**src/verilog/ctu_defs.vh**
```
// Register offsets, field positions, reset values and codes for the charge-time edge control block
`ifndef CTU_DEFS_VH
`define CTU_DEFS_VH

// Register indices; the byte address of each register is its index times four
`define CTU_IDX_CTRL_LOW      12'hFB2
`define CTU_IDX_CTRL_HIGH     12'hFB1
`define CTU_IDX_TRIM          12'hFB3
`define CTU_IDX_STATUS        12'hFB4
`define CTU_ADDR_W            14

// High control fields
`define CTU_H_UNIT_EN         7
`define CTU_H_STOP_IDLE       5
`define CTU_H_DPG_EN          4
`define CTU_H_EDGE_EN         3
`define CTU_H_EDGE_SEQ        2
`define CTU_H_DISCHARGE       1
`define CTU_H_MASK            8'hBE

// Low control fields
`define CTU_L_E2_POL          7
`define CTU_L_E2_SEL_HI       6
`define CTU_L_E2_SEL_LO       5
`define CTU_L_E1_POL          4
`define CTU_L_E1_SEL_HI       3
`define CTU_L_E1_SEL_LO       2
`define CTU_L_E2_FLAG         1
`define CTU_L_E1_FLAG         0

// Source select codes
`define CTU_SEL_PIN_A         2'h3
`define CTU_SEL_PIN_B         2'h2
`define CTU_SEL_CMP_TWO       2'h0

// Reset values
`define CTU_RST_BYTE          8'h00

// AXI responses
`define CTU_RESP_OKAY         2'h0
`define CTU_RESP_SLVERR       2'h2

`endif

```
**src/verilog/ctu_edge_control.v**
```verilog
// Charge-time unit edge control: edge qualification, flags, current source gate, delay pulse, AXI4-Lite registers
//
// Local design decision: the AXI4-Lite register port.
`timescale 1ns/100ps
// Summary of operation
// - With delay-pulse generation on, the generated pulse drives the dedicated pulse output pin.
// - In delay mode the output pulse comes when comparator 2 reports the capacitor at the trip level.
// - Entering any Sleep mode forces the current source off.
// - In Idle, stop-in-idle (high control bit 5) clear keeps the unit running, set turns the source off.
// - Any reset clears every register except the input synchronizer stages, leaving the unit disabled and the source off.
// - A measurement under way at reset is abandoned with nothing kept.
// - Discharge bit (high control bit 1) connects the discharge path while set.
// - Source select 11 picks pin A, 10 pin B, 00 compare unit two trigger, 01 compare unit one trigger.
// - An edge's selected event sets its flag (edge 2 bit 1, edge 1 bit 0 of low control).
`include "ctu_defs.vh"
module ctu_edge_control
(
	// Clock and reset
	input  wire        aclk,
	input  wire        aresetn,
	// AXI4-Lite write address and data
	input  wire [13:0] s_axi_awaddr,
	input  wire        s_axi_awvalid,
	output reg         s_axi_awready,
	input  wire [31:0] s_axi_wdata,
	input  wire [3:0]  s_axi_wstrb,
	input  wire        s_axi_wvalid,
	output reg         s_axi_wready,
	// AXI4-Lite write response
	output reg  [1:0]  s_axi_bresp,
	output reg         s_axi_bvalid,
	input  wire        s_axi_bready,
	// AXI4-Lite read
	input  wire [13:0] s_axi_araddr,
	input  wire        s_axi_arvalid,
	output reg         s_axi_arready,
	output reg  [31:0] s_axi_rdata,
	output reg  [1:0]  s_axi_rresp,
	output reg         s_axi_rvalid,
	input  wire        s_axi_rready,
	// Edge sources and comparator
	input  wire        edge_input_pin_a,
	input  wire        edge_input_pin_b,
	input  wire        compare_unit_one_trig,
	input  wire        compare_unit_two_trig,
	input  wire        comparator_two_out,
	// Power state
	input  wire        sleep_mode,
	input  wire        idle_mode,
	// Analog controls
	output reg         current_source_en,
	output reg         discharge_en,
	output reg  [7:0]  current_trim,
	output reg         delay_pulse_out
);

	reg  [7:0]  ctrl_high_reg;
	reg  [7:0]  ctrl_low_reg;
	reg  [7:0]  trim_reg;
	reg  [2:0]  pin_a_sync_reg;
	reg  [2:0]  pin_b_sync_reg;
	reg  [2:0]  cmp_sync_reg;
	reg  [2:0]  slp_sync_reg;
	reg  [2:0]  idl_sync_reg;
	reg         pin_a_reg;
	reg         pin_b_reg;
	reg         cmp_reg;
	reg         slp_reg;
	reg         idl_reg;
	reg         src1_prev_reg;
	reg         src2_prev_reg;
	reg         cmp_prev_reg;
	reg         aw_hold_reg;
	reg         w_hold_reg;
	reg  [13:0] aw_addr_reg;
	reg  [31:0] w_data_reg;
	reg  [3:0]  w_strb_reg;

	wire        unit_en   = ctrl_high_reg[`CTU_H_UNIT_EN];
	wire        dpg_en    = ctrl_high_reg[`CTU_H_DPG_EN];
	wire        edge_en   = ctrl_high_reg[`CTU_H_EDGE_EN];
	wire        edge_seq  = ctrl_high_reg[`CTU_H_EDGE_SEQ];

	// Source select mux
	function sel_src;
		input [1:0] sel;
		input       a;
		input       b;
		input       c1;
		input       c2;
		begin
			if (sel == `CTU_SEL_PIN_A)
				sel_src = a;
			else if (sel == `CTU_SEL_PIN_B)
				sel_src = b;
			else if (sel == `CTU_SEL_CMP_TWO)
				sel_src = c2;
			else
				sel_src = c1;
		end
	endfunction

	wire        src1 = sel_src(ctrl_low_reg[`CTU_L_E1_SEL_HI:`CTU_L_E1_SEL_LO], pin_a_reg, pin_b_reg,
		compare_unit_one_trig, compare_unit_two_trig);
	wire        src2 = sel_src(ctrl_low_reg[`CTU_L_E2_SEL_HI:`CTU_L_E2_SEL_LO], pin_a_reg, pin_b_reg,
		compare_unit_one_trig, compare_unit_two_trig);
	// Polarity 1 rising, 0 falling
	wire        ev1 = ctrl_low_reg[`CTU_L_E1_POL] ? (src1 & ~src1_prev_reg) : (~src1 & src1_prev_reg);
	wire        ev2 = ctrl_low_reg[`CTU_L_E2_POL] ? (src2 & ~src2_prev_reg) : (~src2 & src2_prev_reg);
	wire        arm = unit_en & edge_en;
	wire        set1 = arm & ev1;
	wire        set2 = arm & ev2 & (~edge_seq | ctrl_low_reg[`CTU_L_E1_FLAG]);
	// Comparator trip: rising comparator output in delay mode
	wire        trip = unit_en & dpg_en & cmp_reg & ~cmp_prev_reg;

	wire        wr_go = aw_hold_reg & w_hold_reg & ~s_axi_bvalid;
	wire [11:0] wr_idx = aw_addr_reg[13:2];
	wire [11:0] rd_idx = s_axi_araddr[13:2];
	wire        wr_low  = wr_go & (wr_idx == `CTU_IDX_CTRL_LOW) & w_strb_reg[0];
	wire        wr_high = wr_go & (wr_idx == `CTU_IDX_CTRL_HIGH) & w_strb_reg[0];
	wire        wr_trim = wr_go & (wr_idx == `CTU_IDX_TRIM) & w_strb_reg[0];
	wire        wr_map  = (wr_idx == `CTU_IDX_CTRL_LOW) | (wr_idx == `CTU_IDX_CTRL_HIGH) |
		(wr_idx == `CTU_IDX_TRIM) | (wr_idx == `CTU_IDX_STATUS);

	reg  [7:0]  low_next;
	reg         src_on_next;

	always @*
	begin
		low_next = ctrl_low_reg;
		if (wr_low)
			low_next = w_data_reg[7:0];
		// Hardware set wins over a software clear
		if (set1)
			low_next[`CTU_L_E1_FLAG] = 1'b1;
		if (set2)
			low_next[`CTU_L_E2_FLAG] = 1'b1;
		// Delay mode: edge 1 charges until comparator trips, then the flag drops
		if (trip)
			low_next[`CTU_L_E1_FLAG] = 1'b0;
		// Source charges while edge 1 seen and edge 2 not yet
		src_on_next = unit_en & low_next[`CTU_L_E1_FLAG] & ~low_next[`CTU_L_E2_FLAG];
		if (slp_reg)
			src_on_next = 1'b0;
		if (idl_reg & ctrl_high_reg[`CTU_H_STOP_IDLE])
			src_on_next = 1'b0;
	end

	always @(posedge aclk)
	begin
		pin_a_sync_reg <= {pin_a_sync_reg[1:0], edge_input_pin_a};
		pin_b_sync_reg <= {pin_b_sync_reg[1:0], edge_input_pin_b};
		cmp_sync_reg   <= {cmp_sync_reg[1:0], comparator_two_out};
		slp_sync_reg   <= {slp_sync_reg[1:0], sleep_mode};
		idl_sync_reg   <= {idl_sync_reg[1:0], idle_mode};
		if (!aresetn)
		begin
			// Every register but the synchronizer stages cleared, any measurement dropped
			ctrl_high_reg     <= `CTU_RST_BYTE;
			ctrl_low_reg      <= `CTU_RST_BYTE;
			trim_reg          <= `CTU_RST_BYTE;
			pin_a_reg         <= 1'b0;
			pin_b_reg         <= 1'b0;
			cmp_reg           <= 1'b0;
			slp_reg           <= 1'b0;
			idl_reg           <= 1'b0;
			src1_prev_reg     <= 1'b0;
			src2_prev_reg     <= 1'b0;
			cmp_prev_reg      <= 1'b0;
			current_source_en <= 1'b0;
			discharge_en      <= 1'b0;
			current_trim      <= `CTU_RST_BYTE;
			delay_pulse_out   <= 1'b0;
			aw_hold_reg       <= 1'b0;
			w_hold_reg        <= 1'b0;
			aw_addr_reg       <= 14'h0000;
			w_data_reg        <= 32'h00000000;
			w_strb_reg        <= 4'h0;
			s_axi_awready     <= 1'b0;
			s_axi_wready      <= 1'b0;
			s_axi_bvalid      <= 1'b0;
			s_axi_bresp       <= `CTU_RESP_OKAY;
			s_axi_arready     <= 1'b0;
			s_axi_rvalid      <= 1'b0;
			s_axi_rresp       <= `CTU_RESP_OKAY;
			s_axi_rdata       <= 32'h00000000;
		end
		else
		begin
			// Accept a change once second and third stages agree
			if (pin_a_sync_reg[1] == pin_a_sync_reg[2])
				pin_a_reg <= pin_a_sync_reg[2];
			if (pin_b_sync_reg[1] == pin_b_sync_reg[2])
				pin_b_reg <= pin_b_sync_reg[2];
			if (cmp_sync_reg[1] == cmp_sync_reg[2])
				cmp_reg <= cmp_sync_reg[2];
			if (slp_sync_reg[1] == slp_sync_reg[2])
				slp_reg <= slp_sync_reg[2];
			if (idl_sync_reg[1] == idl_sync_reg[2])
				idl_reg <= idl_sync_reg[2];
			src1_prev_reg <= src1;
			src2_prev_reg <= src2;
			cmp_prev_reg  <= cmp_reg;

			ctrl_low_reg <= low_next;
			if (wr_high)
				ctrl_high_reg <= w_data_reg[7:0] & `CTU_H_MASK;
			if (wr_trim)
				trim_reg <= w_data_reg[7:0];

			current_source_en <= src_on_next;
			discharge_en      <= ctrl_high_reg[`CTU_H_DISCHARGE];
			current_trim      <= trim_reg;
			// Pulse on the trip, held until edge 1 is armed again
			if (!(unit_en & dpg_en))
				delay_pulse_out <= 1'b0;
			else if (trip)
				delay_pulse_out <= 1'b1;
			else if (low_next[`CTU_L_E1_FLAG])
				delay_pulse_out <= 1'b0;

			// Write channel: address and data in either order
			s_axi_awready <= ~aw_hold_reg & ~s_axi_awready & s_axi_awvalid;
			s_axi_wready  <= ~w_hold_reg & ~s_axi_wready & s_axi_wvalid;
			if (s_axi_awvalid & s_axi_awready)
			begin
				aw_hold_reg <= 1'b1;
				aw_addr_reg <= s_axi_awaddr;
			end
			if (s_axi_wvalid & s_axi_wready)
			begin
				w_hold_reg <= 1'b1;
				w_data_reg <= s_axi_wdata;
				w_strb_reg <= s_axi_wstrb;
			end
			if (wr_go)
			begin
				aw_hold_reg  <= 1'b0;
				w_hold_reg   <= 1'b0;
				s_axi_bvalid <= 1'b1;
				s_axi_bresp  <= wr_map ? `CTU_RESP_OKAY : `CTU_RESP_SLVERR;
			end
			else if (s_axi_bready)
				s_axi_bvalid <= 1'b0;

			// Read channel
			s_axi_arready <= ~s_axi_arready & ~s_axi_rvalid & s_axi_arvalid;
			if (s_axi_arvalid & s_axi_arready)
			begin
				s_axi_rvalid <= 1'b1;
				s_axi_rresp  <= `CTU_RESP_OKAY;
				if (rd_idx == `CTU_IDX_CTRL_LOW)
					s_axi_rdata <= {24'h000000, ctrl_low_reg};
				else if (rd_idx == `CTU_IDX_CTRL_HIGH)
					s_axi_rdata <= {24'h000000, ctrl_high_reg};
				else if (rd_idx == `CTU_IDX_TRIM)
					s_axi_rdata <= {24'h000000, trim_reg};
				else if (rd_idx == `CTU_IDX_STATUS)
					s_axi_rdata <= {27'h0, delay_pulse_out, cmp_reg, current_source_en, discharge_en,
						idl_reg | slp_reg};
				else
				begin
					s_axi_rdata <= 32'h00000000;
					s_axi_rresp <= `CTU_RESP_SLVERR;
				end
			end
			else if (s_axi_rready)
				s_axi_rvalid <= 1'b0;
		end
	end

endmodule // ctu_edge_control

```
**config.mk**
```make
export PLATFORM = sky130hd
export DESIGN_NAME = ctu_edge_control
export DESIGN_NICKNAME = d
export VERILOG_FILES = /design/src/verilog/ctu_edge_control.v
export VERILOG_INCLUDE_DIRS = /design/src /design/src/verilog
export SDC_FILE = /design/constraint.sdc
export NUM_CORES = 1
export LEC_CHECK = 0
export ABC_AREA = 1
export BUFFER_PORTS_ARGS = -buffer_cell sky130_fd_sc_hd__buf_4
export CELL_PAD_IN_SITES_DETAIL_PLACEMENT = 1
export CELL_PAD_IN_SITES_GLOBAL_PLACEMENT = 2
export CORE_MARGIN = 10
export CORE_UTILIZATION = 26
export CTS_BUF_LIST = sky130_fd_sc_hd__clkbuf_8
export CTS_CLUSTER_SIZE = 40
export DETAILED_ROUTE_END_ITERATION = 8
export PLACE_DENSITY = 0.75
export SYNTH_ARGS = -nofsm -noshare
export SYNTH_HDL_FRONTEND = slang
export SYNTH_SLANG_ARGS = --single-unit
```
**constraint.sdc**
```tcl
create_clock -name aclk -period 1.3 [get_ports aclk]
set_input_delay 0 -clock aclk [delete_from_list [all_inputs] [get_ports aclk]]
set_output_delay 0 -clock aclk [all_outputs]
set_load 0.05 [all_outputs]
```
== After elaboration in Yosys (flattened, before gate mapping) ==
Cells that the tools add are included.
Cells by class
  div/mod/pow operators: 0
  shift operators: 0
  bitwise operators: 51
  magnitude comparators: 0
  add/sub/neg operators: 0
  multiplexer cells: 27
  multiply operators: 0
  reductions and logical operators: 8
  equality and inequality tests: 17
Operators with widths (count)
  equality test 12 bit (second input constant): 8
  AND 1 bit: 31
  2-to-1 mux 8 bit: 3
  2-to-1 mux 1 bit: 17
  inverter 1 bit: 15
  2-to-1 mux 2 bit: 6
  equality test 2 bit (second input constant): 4
  nonzero test 2 bit: 3
  equality test 1 bit: 5
  2-to-1 mux 5 bit: 1
  OR 1 bit: 5
  zero test 2 bit: 2
  OR reduction 3 bit: 1
  AND reduction 2 bit: 1
  OR reduction 2 bit: 1
Word-level totals
  output and inout bits: 52
  memories kept: 0
  word-level logic and storage cells: 137
  RAM bits: 0
  bits in read-only memories: 0
  register bits after elaboration: 122
  latch bits: 0
  bits of input ports: 78

== Longest topological paths before layout ==
Gate-level depths: netlist of the first run.
  word-level depth: 12
  mapped depth: 10

== Worst setup path before layout of the first run ==
Ideal clock, no wire load.
  kind: register -> register
  start: register s_axi_arready
  end: register s_axi_rdata[0]
  buffers on the path: 1
  library setup time: 74 ps
  stages on the path, launching flop included: 6
  data required time: 1226 ps
  data arrival time: 1477 ps
  path slack: -251 ps
  path through: dfxtp_1 > nand2_1 > inv_1 > clkbuf_1 > o21ai_0 > a31oi_1
On the way
  word-level cells in the longest chain between the ends: 1
RTL lines
  start: declaration: line ctu_edge_control.v:36  | output reg s_axi_arready,
  start signal: assignment: line ctu_edge_control.v:247  | s_axi_arready <= ~s_axi_arready & ~s_axi_rvalid & s_axi_arvalid;
  AND 1 bit: line ctu_edge_control.v:248  | if (s_axi_arvalid & s_axi_arready)
  end signal: assignment: line ctu_edge_control.v:253  | s_axi_rdata <= {24'h000000, ctrl_low_reg};
  end signal: assignment: line ctu_edge_control.v:255  | s_axi_rdata <= {24'h000000, ctrl_high_reg};
  end signal: assignment: line ctu_edge_control.v:257  | s_axi_rdata <= {24'h000000, trim_reg};
  end: declaration: line ctu_edge_control.v:37  | output reg [31:0] s_axi_rdata,
No other way between the ends.
A chain may end at the register's enable or synchronous reset.

== Worst setup path in the final report of the first run ==
  start: register aw_addr_reg[5]
  end: register trim_reg[4]
On the way
  word-level cells in the longest chain between the ends: 3
RTL lines
  start: declaration: line ctu_edge_control.v:75  | reg [13:0] aw_addr_reg;
  start signal: assignment: line ctu_edge_control.v:228  | aw_addr_reg <= s_axi_awaddr;
  equality test 12 bit (no line)
  AND 1 bit (2 in series): line ctu_edge_control.v:121  | wire wr_trim = wr_go & (wr_idx == `CTU_IDX_TRIM) & w_strb_reg[0];
  end signal: assignment: line ctu_edge_control.v:161  | trim_reg <= `CTU_RST_BYTE;
  end signal: assignment: line ctu_edge_control.v:209  | trim_reg <= w_data_reg[7:0];
  end: declaration: line ctu_edge_control.v:59  | reg [7:0] trim_reg;
No other way between the ends.

==> results of run 1 <==
kinds of logic after synthesis:
family,synth area share (%)
buffers and inverters,12.9
AO/OA/AOI/OAI,15.4
AND/OR/NAND/NOR,22.6
flip-flops,48.9
other,0.0975
repair_timing:
item                                   CTS  global route
endpoints found under the hold margin   36             0
setup endpoints to repair               24            26
pin swaps                               18             7
resized for setup                       25            13
cloned                                   1             0
buffers inserted                        10             5
hold buffers                            34             0
tightest hold or removal path, stage by stage:
cell	delay, ps
buf_4	100
nand2_1	50
nand3_1	50
nand2_1	100
nor2_1	100
worst min path at each step:
stage                               end  slack (ps)  depth (start not counted)
5_1_grt        trim_reg[4]$_SDFFE_PN0P_          80                          3
3_3_place_gp    slp_sync_reg[0]$_DFF_P_         100                          1
2_1_floorplan   cmp_sync_reg[0]$_DFF_P_          30                          0
3_5_place_dp    slp_sync_reg[0]$_DFF_P_         110                          1
4_1_cts        src2_prev_reg$_SDFF_PN0_          60                          5
6_report       src2_prev_reg$_SDFF_PN0_          60                          5
layout make-up:
| cell class | count | area share [%] |
|---|---|---|
| repair buffers | 153 | 23.6 |
| flip-flops and latches | 94 | 34.6 |
| multi-input cells | 320 | 29.8 |
| clock buffers | 9 | 2.25 |
| inverters | 63 | 4.30 |
| clock inverters | 7 | 1.32 |
| well taps | 184 | 4.18 |
power by group:
part	total [W]	internal, W	switching, W	leakage, nW
clock	0.00196	0.000897	0.00106	0.0980
sequential	0.00304	0.00297	0.0000645	0.774
combinational	0.000816	0.000321	0.000495	1.63
total	0.00581	0.00419	0.00162	2.50
through the flow:
stage                     hold slack, ps  setup TNS [ps]
after floorplan                     27.7               0
after CTS                           55.8            -897
after global routing                80.1           -3300
after detailed placement             106           -1940
after global placement               105            -746
final                               56.5           -1010
cell usage in the layout, fill, tap and decap left out, types with 2 or more instances in the layout:
cell and instances:
dfxtp_4 2, clkbuf_8 9, nand2_2 6, nand2_1 67
o21ai_1 10, a211oi_1 2, nor4_1 2, dfxtp_2 10
a21oi_2 8, buf_4 110, nor2_8 2, a31oi_1 3
dfxtp_1 82, buf_12 3, nand3_2 2, inv_1 54
o21ai_2 3, nor2_2 2, nor2_1 60, nand3_1 13
nor3_2 2, inv_6 2, o21ai_0 44, clkinvlp_4 2
nor2_4 5, dlygate4sd3_1 34, buf_6 5, conb_1 26
inv_2 9, nand3_4 4, o211ai_1 3, nand4_1 9
a21oi_1 39, nor3_1 5
layer usage:
layer | global-route usage [%] | vias to the layer above
li1 | - | 1830
met1 | 14.5 | 1663
met2 | 20.0 | 72
met3 | 2.67 | 12
met4 | 4.20 | 0
met5 | 0 | -
==> metrics.txt, run 1 <==
# TYPE chip_impl_metric gauge
chip_impl_metric{name="vias",unit=""} 3577
chip_impl_metric{name="clk_latency",unit="ps"} 370
chip_impl_metric{name="transition_time_at_the_pin_with_the_least_slew_margin",unit="ps"} 538
chip_impl_metric{name="yosysWarnings",unit=""} 0
chip_impl_metric{name="grt_pass1_vias",unit=""} 3889
chip_impl_metric{name="dp.final_hpwl",unit="microns"} 9000
chip_impl_metric{name="rows",unit=""} 44
chip_impl_metric{name="synth_area",unit="sq um"} 3850
chip_impl_metric{name="filler_cell_count",unit=""} 1741
chip_impl_metric{name="largest_register_ffs",unit=""} 12
chip_impl_info{name="cp_startpoint",value="aw_addr_reg[5]$_SDFFE_PN0P_"} 1
chip_impl_metric{name="met2RoutedLength",unit="microns"} 5840
chip_impl_info{name="cell_by_cell_trace_of_the_critical_path",value="inv_2, nand2_2, buf_4, nor3_2, nand3_4, o21ai_1, a21oi_2"} 1
chip_impl_info{name="yosysMostFrequentCell",value="dfxtp_1"} 1
chip_impl_metric{name="first_pass_grt_wire_length",unit="microns"} 19400
chip_impl_metric{name="finalHoldViolCount",unit=""} 0
chip_impl_metric{name="synth-edff-count",unit=""} 0
chip_impl_metric{name="met1_length",unit="microns"} 5340
chip_impl_info{name="synth_largest_area_cell",value="dfxtp_1"} 1
chip_impl_info{name="clock_tree.root_cell",value="clkbuf_8"} 1
chip_impl_info{name="worst-setup-path-type",value="reg2reg"} 1
chip_impl_info{name="tritoncts",value="done"} 1
chip_impl_metric{name="met3_wirelength",unit="microns"} 540
chip_impl_metric{name="post-route-min-period",unit="ps"} 1400
chip_impl_metric{name="clock_skew",unit="ps"} 8.87
chip_impl_metric{name="grt_antenna_before_repair",unit=""} 0
chip_impl_metric{name="drc",unit=""} 0
chip_impl_info{name="synthFlopType",value="dfxtp_1"} 1
chip_impl_info{name="timing.critical_path.max_delay_family",value="simple AND/OR/NAND/NOR gates"} 1
chip_impl_metric{name="place_congestion",unit=""} 0.856
chip_impl_metric{name="seq_area",unit="sq um"} 1900
chip_impl_metric{name="post-route-util",unit="%"} 37.9
chip_impl_metric{name="setup_viol",unit=""} 19
chip_impl_metric{name="critical-path-max-stage-delay",unit="ps"} 330
chip_impl_metric{name="grt_remaining_overflow",unit=""} 0
chip_impl_metric{name="die_h",unit="microns"} 142
chip_impl_metric{name="first_pass_iters",unit=""} 4
chip_impl_metric{name="max_slew_margin",unit="%"} 63.8
chip_impl_metric{name="avgViaCountPerCell",unit=""} 4.31
chip_impl_metric{name="preCtsSetupSlack",unit="ps"} -149
chip_impl_info{name="unrepaired_setup_endpoints_after_global_routing",value="yes"} 1
chip_impl_metric{name="final_critical_path_setup_slack",unit="ps"} -105
chip_impl_info{name="synth.top_cells.by_count",value="dfxtp_1 (94), nand2_1 (69), nor2_1 (60)"} 1
chip_impl_metric{name="power.density",unit="nW/um^2"} 1060
chip_impl_info{name="violations",value="negative setup slack"} 1
chip_impl_metric{name="h-tree-depth",unit=""} 3
chip_impl_info{name="worstHoldPathType",value="in2reg"} 1
chip_impl_metric{name="instances_no_fill",unit=""} 830
chip_impl_metric{name="cts_max_path_bufs",unit=""} 2
chip_impl_metric{name="worst-path-stages",unit=""} 7
chip_impl_info{name="timing.critical_path.from_type",value="flip-flop"} 1
chip_impl_info{name="worstSetupEndpoint",value="trim_reg[4]$_SDFFE_PN0P_"} 1
chip_impl_metric{name="die-width",unit="microns"} 142
chip_impl_metric{name="min_period_over_period",unit="%"} 108
chip_impl_metric{name="final-max-slew-violation-count",unit=""} 0
chip_impl_metric{name="syn-instance-count",unit=""} 490
chip_impl_metric{name="async_reset_ff_share",unit="%"} 0
chip_impl_metric{name="dieArea",unit="sq um"} 20100
chip_impl_metric{name="largest_net_degree_at_the_start_of_global_routing",unit=""} 37
chip_impl_info{name="synth_top_cells_by_area",value="dfxtp_1 (49%), nand2_1 (6.7%), o21ai_0 (6.2%)"} 1
chip_impl_metric{name="antenna_cells",unit=""} 0
chip_impl_metric{name="multi_input_comb_area",unit="sq um"} 1640
chip_impl_metric{name="power.static_leakage",unit="nW"} 2.50
chip_impl_metric{name="clkSinkCount",unit=""} 94
chip_impl_metric{name="dr.first_iter.drc_count",unit=""} 133
chip_impl_metric{name="post_route_cells_drive_above_1_share",unit="%"} 29.6
chip_impl_metric{name="required",unit="ps"} 1560
chip_impl_metric{name="number_of_buffers_created_by_cts",unit=""} 9
chip_impl_metric{name="yosysTopAreaCellShare",unit="%"} 48.9
chip_impl_metric{name="fin_area",unit="sq um"} 5500
chip_impl_info{name="maxUsedRoutingLayer",value="met4"} 1
chip_impl_info{name="regToRegEndpoint",value="trim_reg[4]$_SDFFE_PN0P_"} 1
chip_impl_metric{name="drt_wl_total",unit="microns"} 11900
chip_impl_metric{name="power.ir.vdd_worst",unit="V"} 0.000699
chip_impl_metric{name="numPlacedInstances",unit=""} 764
chip_impl_metric{name="worst-r2r-cell-count",unit=""} 7
chip_impl_metric{name="synth_sequential_area_ratio",unit="%"} 48.9
chip_impl_metric{name="syn2layout_area_growth",unit="%"} 43.1
chip_impl_metric{name="port_buffers",unit=""} 72
chip_impl_metric{name="drt.antenna.violating_nets",unit=""} 0
chip_impl_metric{name="timing.critical_path.buf_inv",unit=""} 2
chip_impl_metric{name="max_cap_viol_count",unit=""} 0
chip_impl_metric{name="max_clock_freq",unit="MHz"} 712
chip_impl_metric{name="initial_util",unit="%"} 26.5
chip_impl_metric{name="ff2ff_setup_slack",unit="ps"} -100
chip_impl_info{name="worst_setup_path_end_kind",value="flip-flop"} 1
chip_impl_metric{name="grt_use_total",unit="%"} 11.9
chip_impl_info{name="outcome",value="finished with violations"} 1
chip_impl_metric{name="final_net_count",unit=""} 719
chip_impl_metric{name="post-layout-total-power",unit="W"} 0.00581
chip_impl_metric{name="syn_area_per_cell",unit="sq um"} 7.85
chip_impl_metric{name="synthDistinctLibCells",unit=""} 34
chip_impl_metric{name="path_clk_slew",unit="ps"} 100
chip_impl_info{name="hold_start",value="compare_unit_one_trig"} 1
chip_impl_metric{name="boundaryPins",unit=""} 130
chip_impl_metric{name="placement_stage_cell_area",unit="sq um"} 4740
chip_impl_info{name="crit_path_top_delay_cell",value="dfxtp_2"} 1
chip_impl_metric{name="ys_seq_elements",unit=""} 94
chip_impl_metric{name="floorplan.core_area",unit="sq um"} 14500
chip_impl_metric{name="critical_path.max_fanout",unit=""} 5
chip_impl_info{name="worstReg2RegStart",value="aw_addr_reg[5]$_SDFFE_PN0P_"} 1
chip_impl_metric{name="cp.arrival",unit="ps"} 1660
chip_impl_metric{name="drt-wirelength-per-cell",unit="microns"} 14.3
Power figures use the tool's default switching activity.
==> run 2, diff against run 1 <==
--- a/config.mk
+++ b/config.mk
@@ -15,7 +15,8 @@
 export CTS_BUF_LIST = sky130_fd_sc_hd__clkbuf_8
 export CTS_CLUSTER_SIZE = 40
 export DETAILED_ROUTE_END_ITERATION = 8
-export PLACE_DENSITY = 0.75
+export PLACE_DENSITY = 0.85
+export RECOVER_POWER = 50
 export SYNTH_ARGS = -nofsm -noshare
 export SYNTH_HDL_FRONTEND = slang
 export SYNTH_SLANG_ARGS = --single-unit
==> run 2 against run 1 <==
Against the previous run: the flow still finishes with violations (negative setup slack); fmax down 2.2%; cell count fell by 2.0%; register-to-register slack got worse by 30 ps; flip-flop and latch count is the same; largest cell class unchanged; highest routed layer unchanged.
==> metrics.txt, run 2 (synthesis results as in run 1) <==
# TYPE chip_impl_metric gauge
chip_impl_info{name="outcome",value="finished with violations"} 1
chip_impl_info{name="violations",value="negative setup slack"} 1
chip_impl_metric{name="power.density",unit="nW/um^2"} 1050
chip_impl_metric{name="register_share_of_total_power",unit="%"} 53.3
chip_impl_metric{name="dp.final_hpwl",unit="microns"} 9060
chip_impl_metric{name="finalHoldViolCount",unit=""} 0
chip_impl_metric{name="setup_total_negative_slack",unit="ps"} -1650
chip_impl_metric{name="clkSinkCount",unit=""} 94
chip_impl_metric{name="numPlacedInstances",unit=""} 758
chip_impl_metric{name="max_clock_freq",unit="MHz"} 697
chip_impl_metric{name="intPower",unit="W"} 0.00411
chip_impl_metric{name="largest_net_degree_at_the_start_of_global_routing",unit=""} 36
chip_impl_metric{name="dr.first_iter.drc_count",unit=""} 105
chip_impl_metric{name="cp.arrival",unit="ps"} 1690
chip_impl_info{name="unrepaired_setup_endpoints_after_global_routing",value="yes"} 1
chip_impl_metric{name="h-tree-depth",unit=""} 3
chip_impl_metric{name="final_net_count",unit=""} 702
chip_impl_metric{name="post-route-min-period",unit="ps"} 1440
chip_impl_metric{name="syn2layout_area_growth",unit="%"} 41.2
chip_impl_metric{name="antenna_cells",unit=""} 0
chip_impl_metric{name="switching_share",unit="%"} 28.0
chip_impl_metric{name="die_h",unit="microns"} 142
chip_impl_metric{name="floorplan.core_area",unit="sq um"} 14500
chip_impl_info{name="worstHoldPathType",value="in2reg"} 1
chip_impl_metric{name="clock_skew",unit="ps"} 11.8
chip_impl_metric{name="dieArea",unit="sq um"} 20100
chip_impl_metric{name="path_clk_slew",unit="ps"} 90
chip_impl_metric{name="power_switching",unit="W"} 0.00160
chip_impl_metric{name="required",unit="ps"} 1560
chip_impl_metric{name="place_congestion",unit=""} 0.829
chip_impl_metric{name="filler_cell_count",unit=""} 1743
chip_impl_info{name="tritoncts",value="done"} 1
chip_impl_metric{name="first_pass_iters",unit=""} 4
chip_impl_metric{name="drt_wl_total",unit="microns"} 12100
chip_impl_metric{name="port_buffers",unit=""} 72
chip_impl_metric{name="max_slew_margin",unit="%"} 67.1
chip_impl_metric{name="boundaryPins",unit=""} 130
chip_impl_metric{name="vias",unit=""} 3625
chip_impl_metric{name="final-max-slew-violation-count",unit=""} 0
chip_impl_metric{name="critical_path.max_fanout",unit=""} 5
chip_impl_metric{name="post_route_cells_drive_above_1_share",unit="%"} 30.7
chip_impl_metric{name="power.ir.vdd_worst",unit="V"} 0.000566
chip_impl_metric{name="final_critical_path_setup_slack",unit="ps"} -136
chip_impl_metric{name="instances_no_fill",unit=""} 813
chip_impl_metric{name="avgViaCountPerCell",unit=""} 4.46
chip_impl_metric{name="combPwrFrac",unit="%"} 13.5
chip_impl_metric{name="multi_input_comb_area",unit="sq um"} 1730
chip_impl_metric{name="transition_time_at_the_pin_with_the_least_slew_margin",unit="ps"} 488
chip_impl_metric{name="seq_area",unit="sq um"} 1900
chip_impl_metric{name="min_period_over_period",unit="%"} 110
chip_impl_metric{name="clk_latency",unit="ps"} 370
chip_impl_info{name="crit_path_top_delay_cell",value="dfxtp_2"} 1
chip_impl_metric{name="power.static_leakage",unit="nW"} 2.45
chip_impl_info{name="cell_by_cell_trace_of_the_critical_path",value="inv_2, nand4_1, nor2_4, nand3_4, buf_12, o21ai_2, a21oi_2"} 1
chip_impl_metric{name="critical-path-max-stage-delay",unit="ps"} 330
chip_impl_metric{name="grt_antenna_before_repair",unit=""} 0
chip_impl_metric{name="grt_remaining_overflow",unit=""} 0
chip_impl_metric{name="die-width",unit="microns"} 142
chip_impl_info{name="worst-setup-path-type",value="reg2reg"} 1
chip_impl_metric{name="grt_pass1_vias",unit=""} 3869
chip_impl_metric{name="post-route-util",unit="%"} 37.4
chip_impl_info{name="mostFrequentLayoutCell",value="dfxtp_1"} 1
chip_impl_metric{name="cts_max_path_bufs",unit=""} 2
chip_impl_metric{name="initial_util",unit="%"} 26.5
chip_impl_info{name="clock_tree.root_cell",value="clkbuf_8"} 1
chip_impl_info{name="timing.critical_path.from_type",value="flip-flop"} 1
chip_impl_metric{name="preCtsSetupSlack",unit="ps"} -170
chip_impl_metric{name="drc",unit=""} 0
chip_impl_metric{name="power_frac_clock",unit="%"} 33.2
chip_impl_metric{name="first_pass_grt_wire_length",unit="microns"} 19300
chip_impl_info{name="mostFrequentLayoutCells",value="dfxtp_1 (86), nand2_1 (66), buf_4 (65)"} 1
chip_impl_metric{name="drt.antenna.violating_nets",unit=""} 0
chip_impl_metric{name="max_cap_viol_count",unit=""} 0
chip_impl_metric{name="setup_viol",unit=""} 22
chip_impl_metric{name="largest_register_ffs",unit=""} 12
chip_impl_metric{name="grt_use_total",unit="%"} 11.8
chip_impl_metric{name="drt-wirelength-per-cell",unit="microns"} 14.8
chip_impl_metric{name="post-layout-total-power",unit="W"} 0.00571
chip_impl_info{name="worst_setup_path_end_kind",value="flip-flop"} 1
chip_impl_metric{name="rows",unit=""} 44
chip_impl_metric{name="number_of_buffers_created_by_cts",unit=""} 9
## run 2: cell types whose count changed in the layout (fill, tap and decap cells not counted), sizes merged
cell and delta:
buf -47, clkbuf +35, inv -3, bufinv -1, clkinv +1, dlygate4sd3 -1
nand3 -1
## run 2: final timing paths
kind | from | endpoint | slack (ps) | cells after the start
worst min-delay path | compare_unit_two_trig | src1_prev_reg$_SDFF_PN0_ | 90 | 5
worst max register to register | aw_addr_reg[8]$_SDFFE_PN0P_ | ctrl_low_reg[3]$_SDFFE_PN0N_ | -140 | 7
worst max-delay path | aw_addr_reg[8]$_SDFFE_PN0P_ | ctrl_low_reg[3]$_SDFFE_PN0N_ | -140 | 7
worst min register to register | pin_b_sync_reg[0]$_DFF_P_ | pin_b_sync_reg[1]$_DFF_P_ | 330 | 0
## run 2: per-layer routing
metal / up-vias / wire, microns / track usage [%]
met5: - / 0 / 0
met4: 0 / 180 / 2.74
li1: 1797 / - / -
met1: 1720 / 5100 / 13.3
met3: 19 / 754 / 4.04
met2: 89 / 6010 / 20.8
## run 2: worst max-delay path: cells and delay by family, from the launching register on
family | cells | cell delay [ps]
simple gates | 3 | 590
compound gates | 2 | 190
flops | 1 | 330
buf+inv | 2 | 220
## run 2: power by group through the flow
stage	clock [W]	combinational (W)	sequential, W
after floorplan	0	0.000431	0.00315
after global routing	0.00207	0.000845	0.00306
after CTS	0.00196	0.000765	0.00304
after global placement	0	0.000656	0.00310
final	0.00189	0.000772	0.00304
after detailed placement	0	0.000677	0.00310
## run 2: per-stage QoR
stage               hold WS, ps  area (sq um)
CTS                        67.4          5240
global route                114          5430
finish                     88.2          5430
global placement            105          4670
floorplan                  27.7          3950
detailed placement          107          4670
## run 2: final cells by class
type	count	share of cell area [%]
clock buffer	12	3.04
timing repair buffer	137	21.0
multi-input combinational	319	31.8
tap	184	4.24
inverter	63	4.45
clock inverter	4	0.530
sequential	94	34.9
## run 2: what timing repair did
item | in CTS | in global routing
setup endpoints to repair | 24 | 25
gates cloned | 0 | 2
setup buffers | 2 | 2
pin swaps | 5 | 16
endpoints found under the hold margin | 36 | 0
hold buffers | 33 | 0
gates resized for setup | 10 | 54
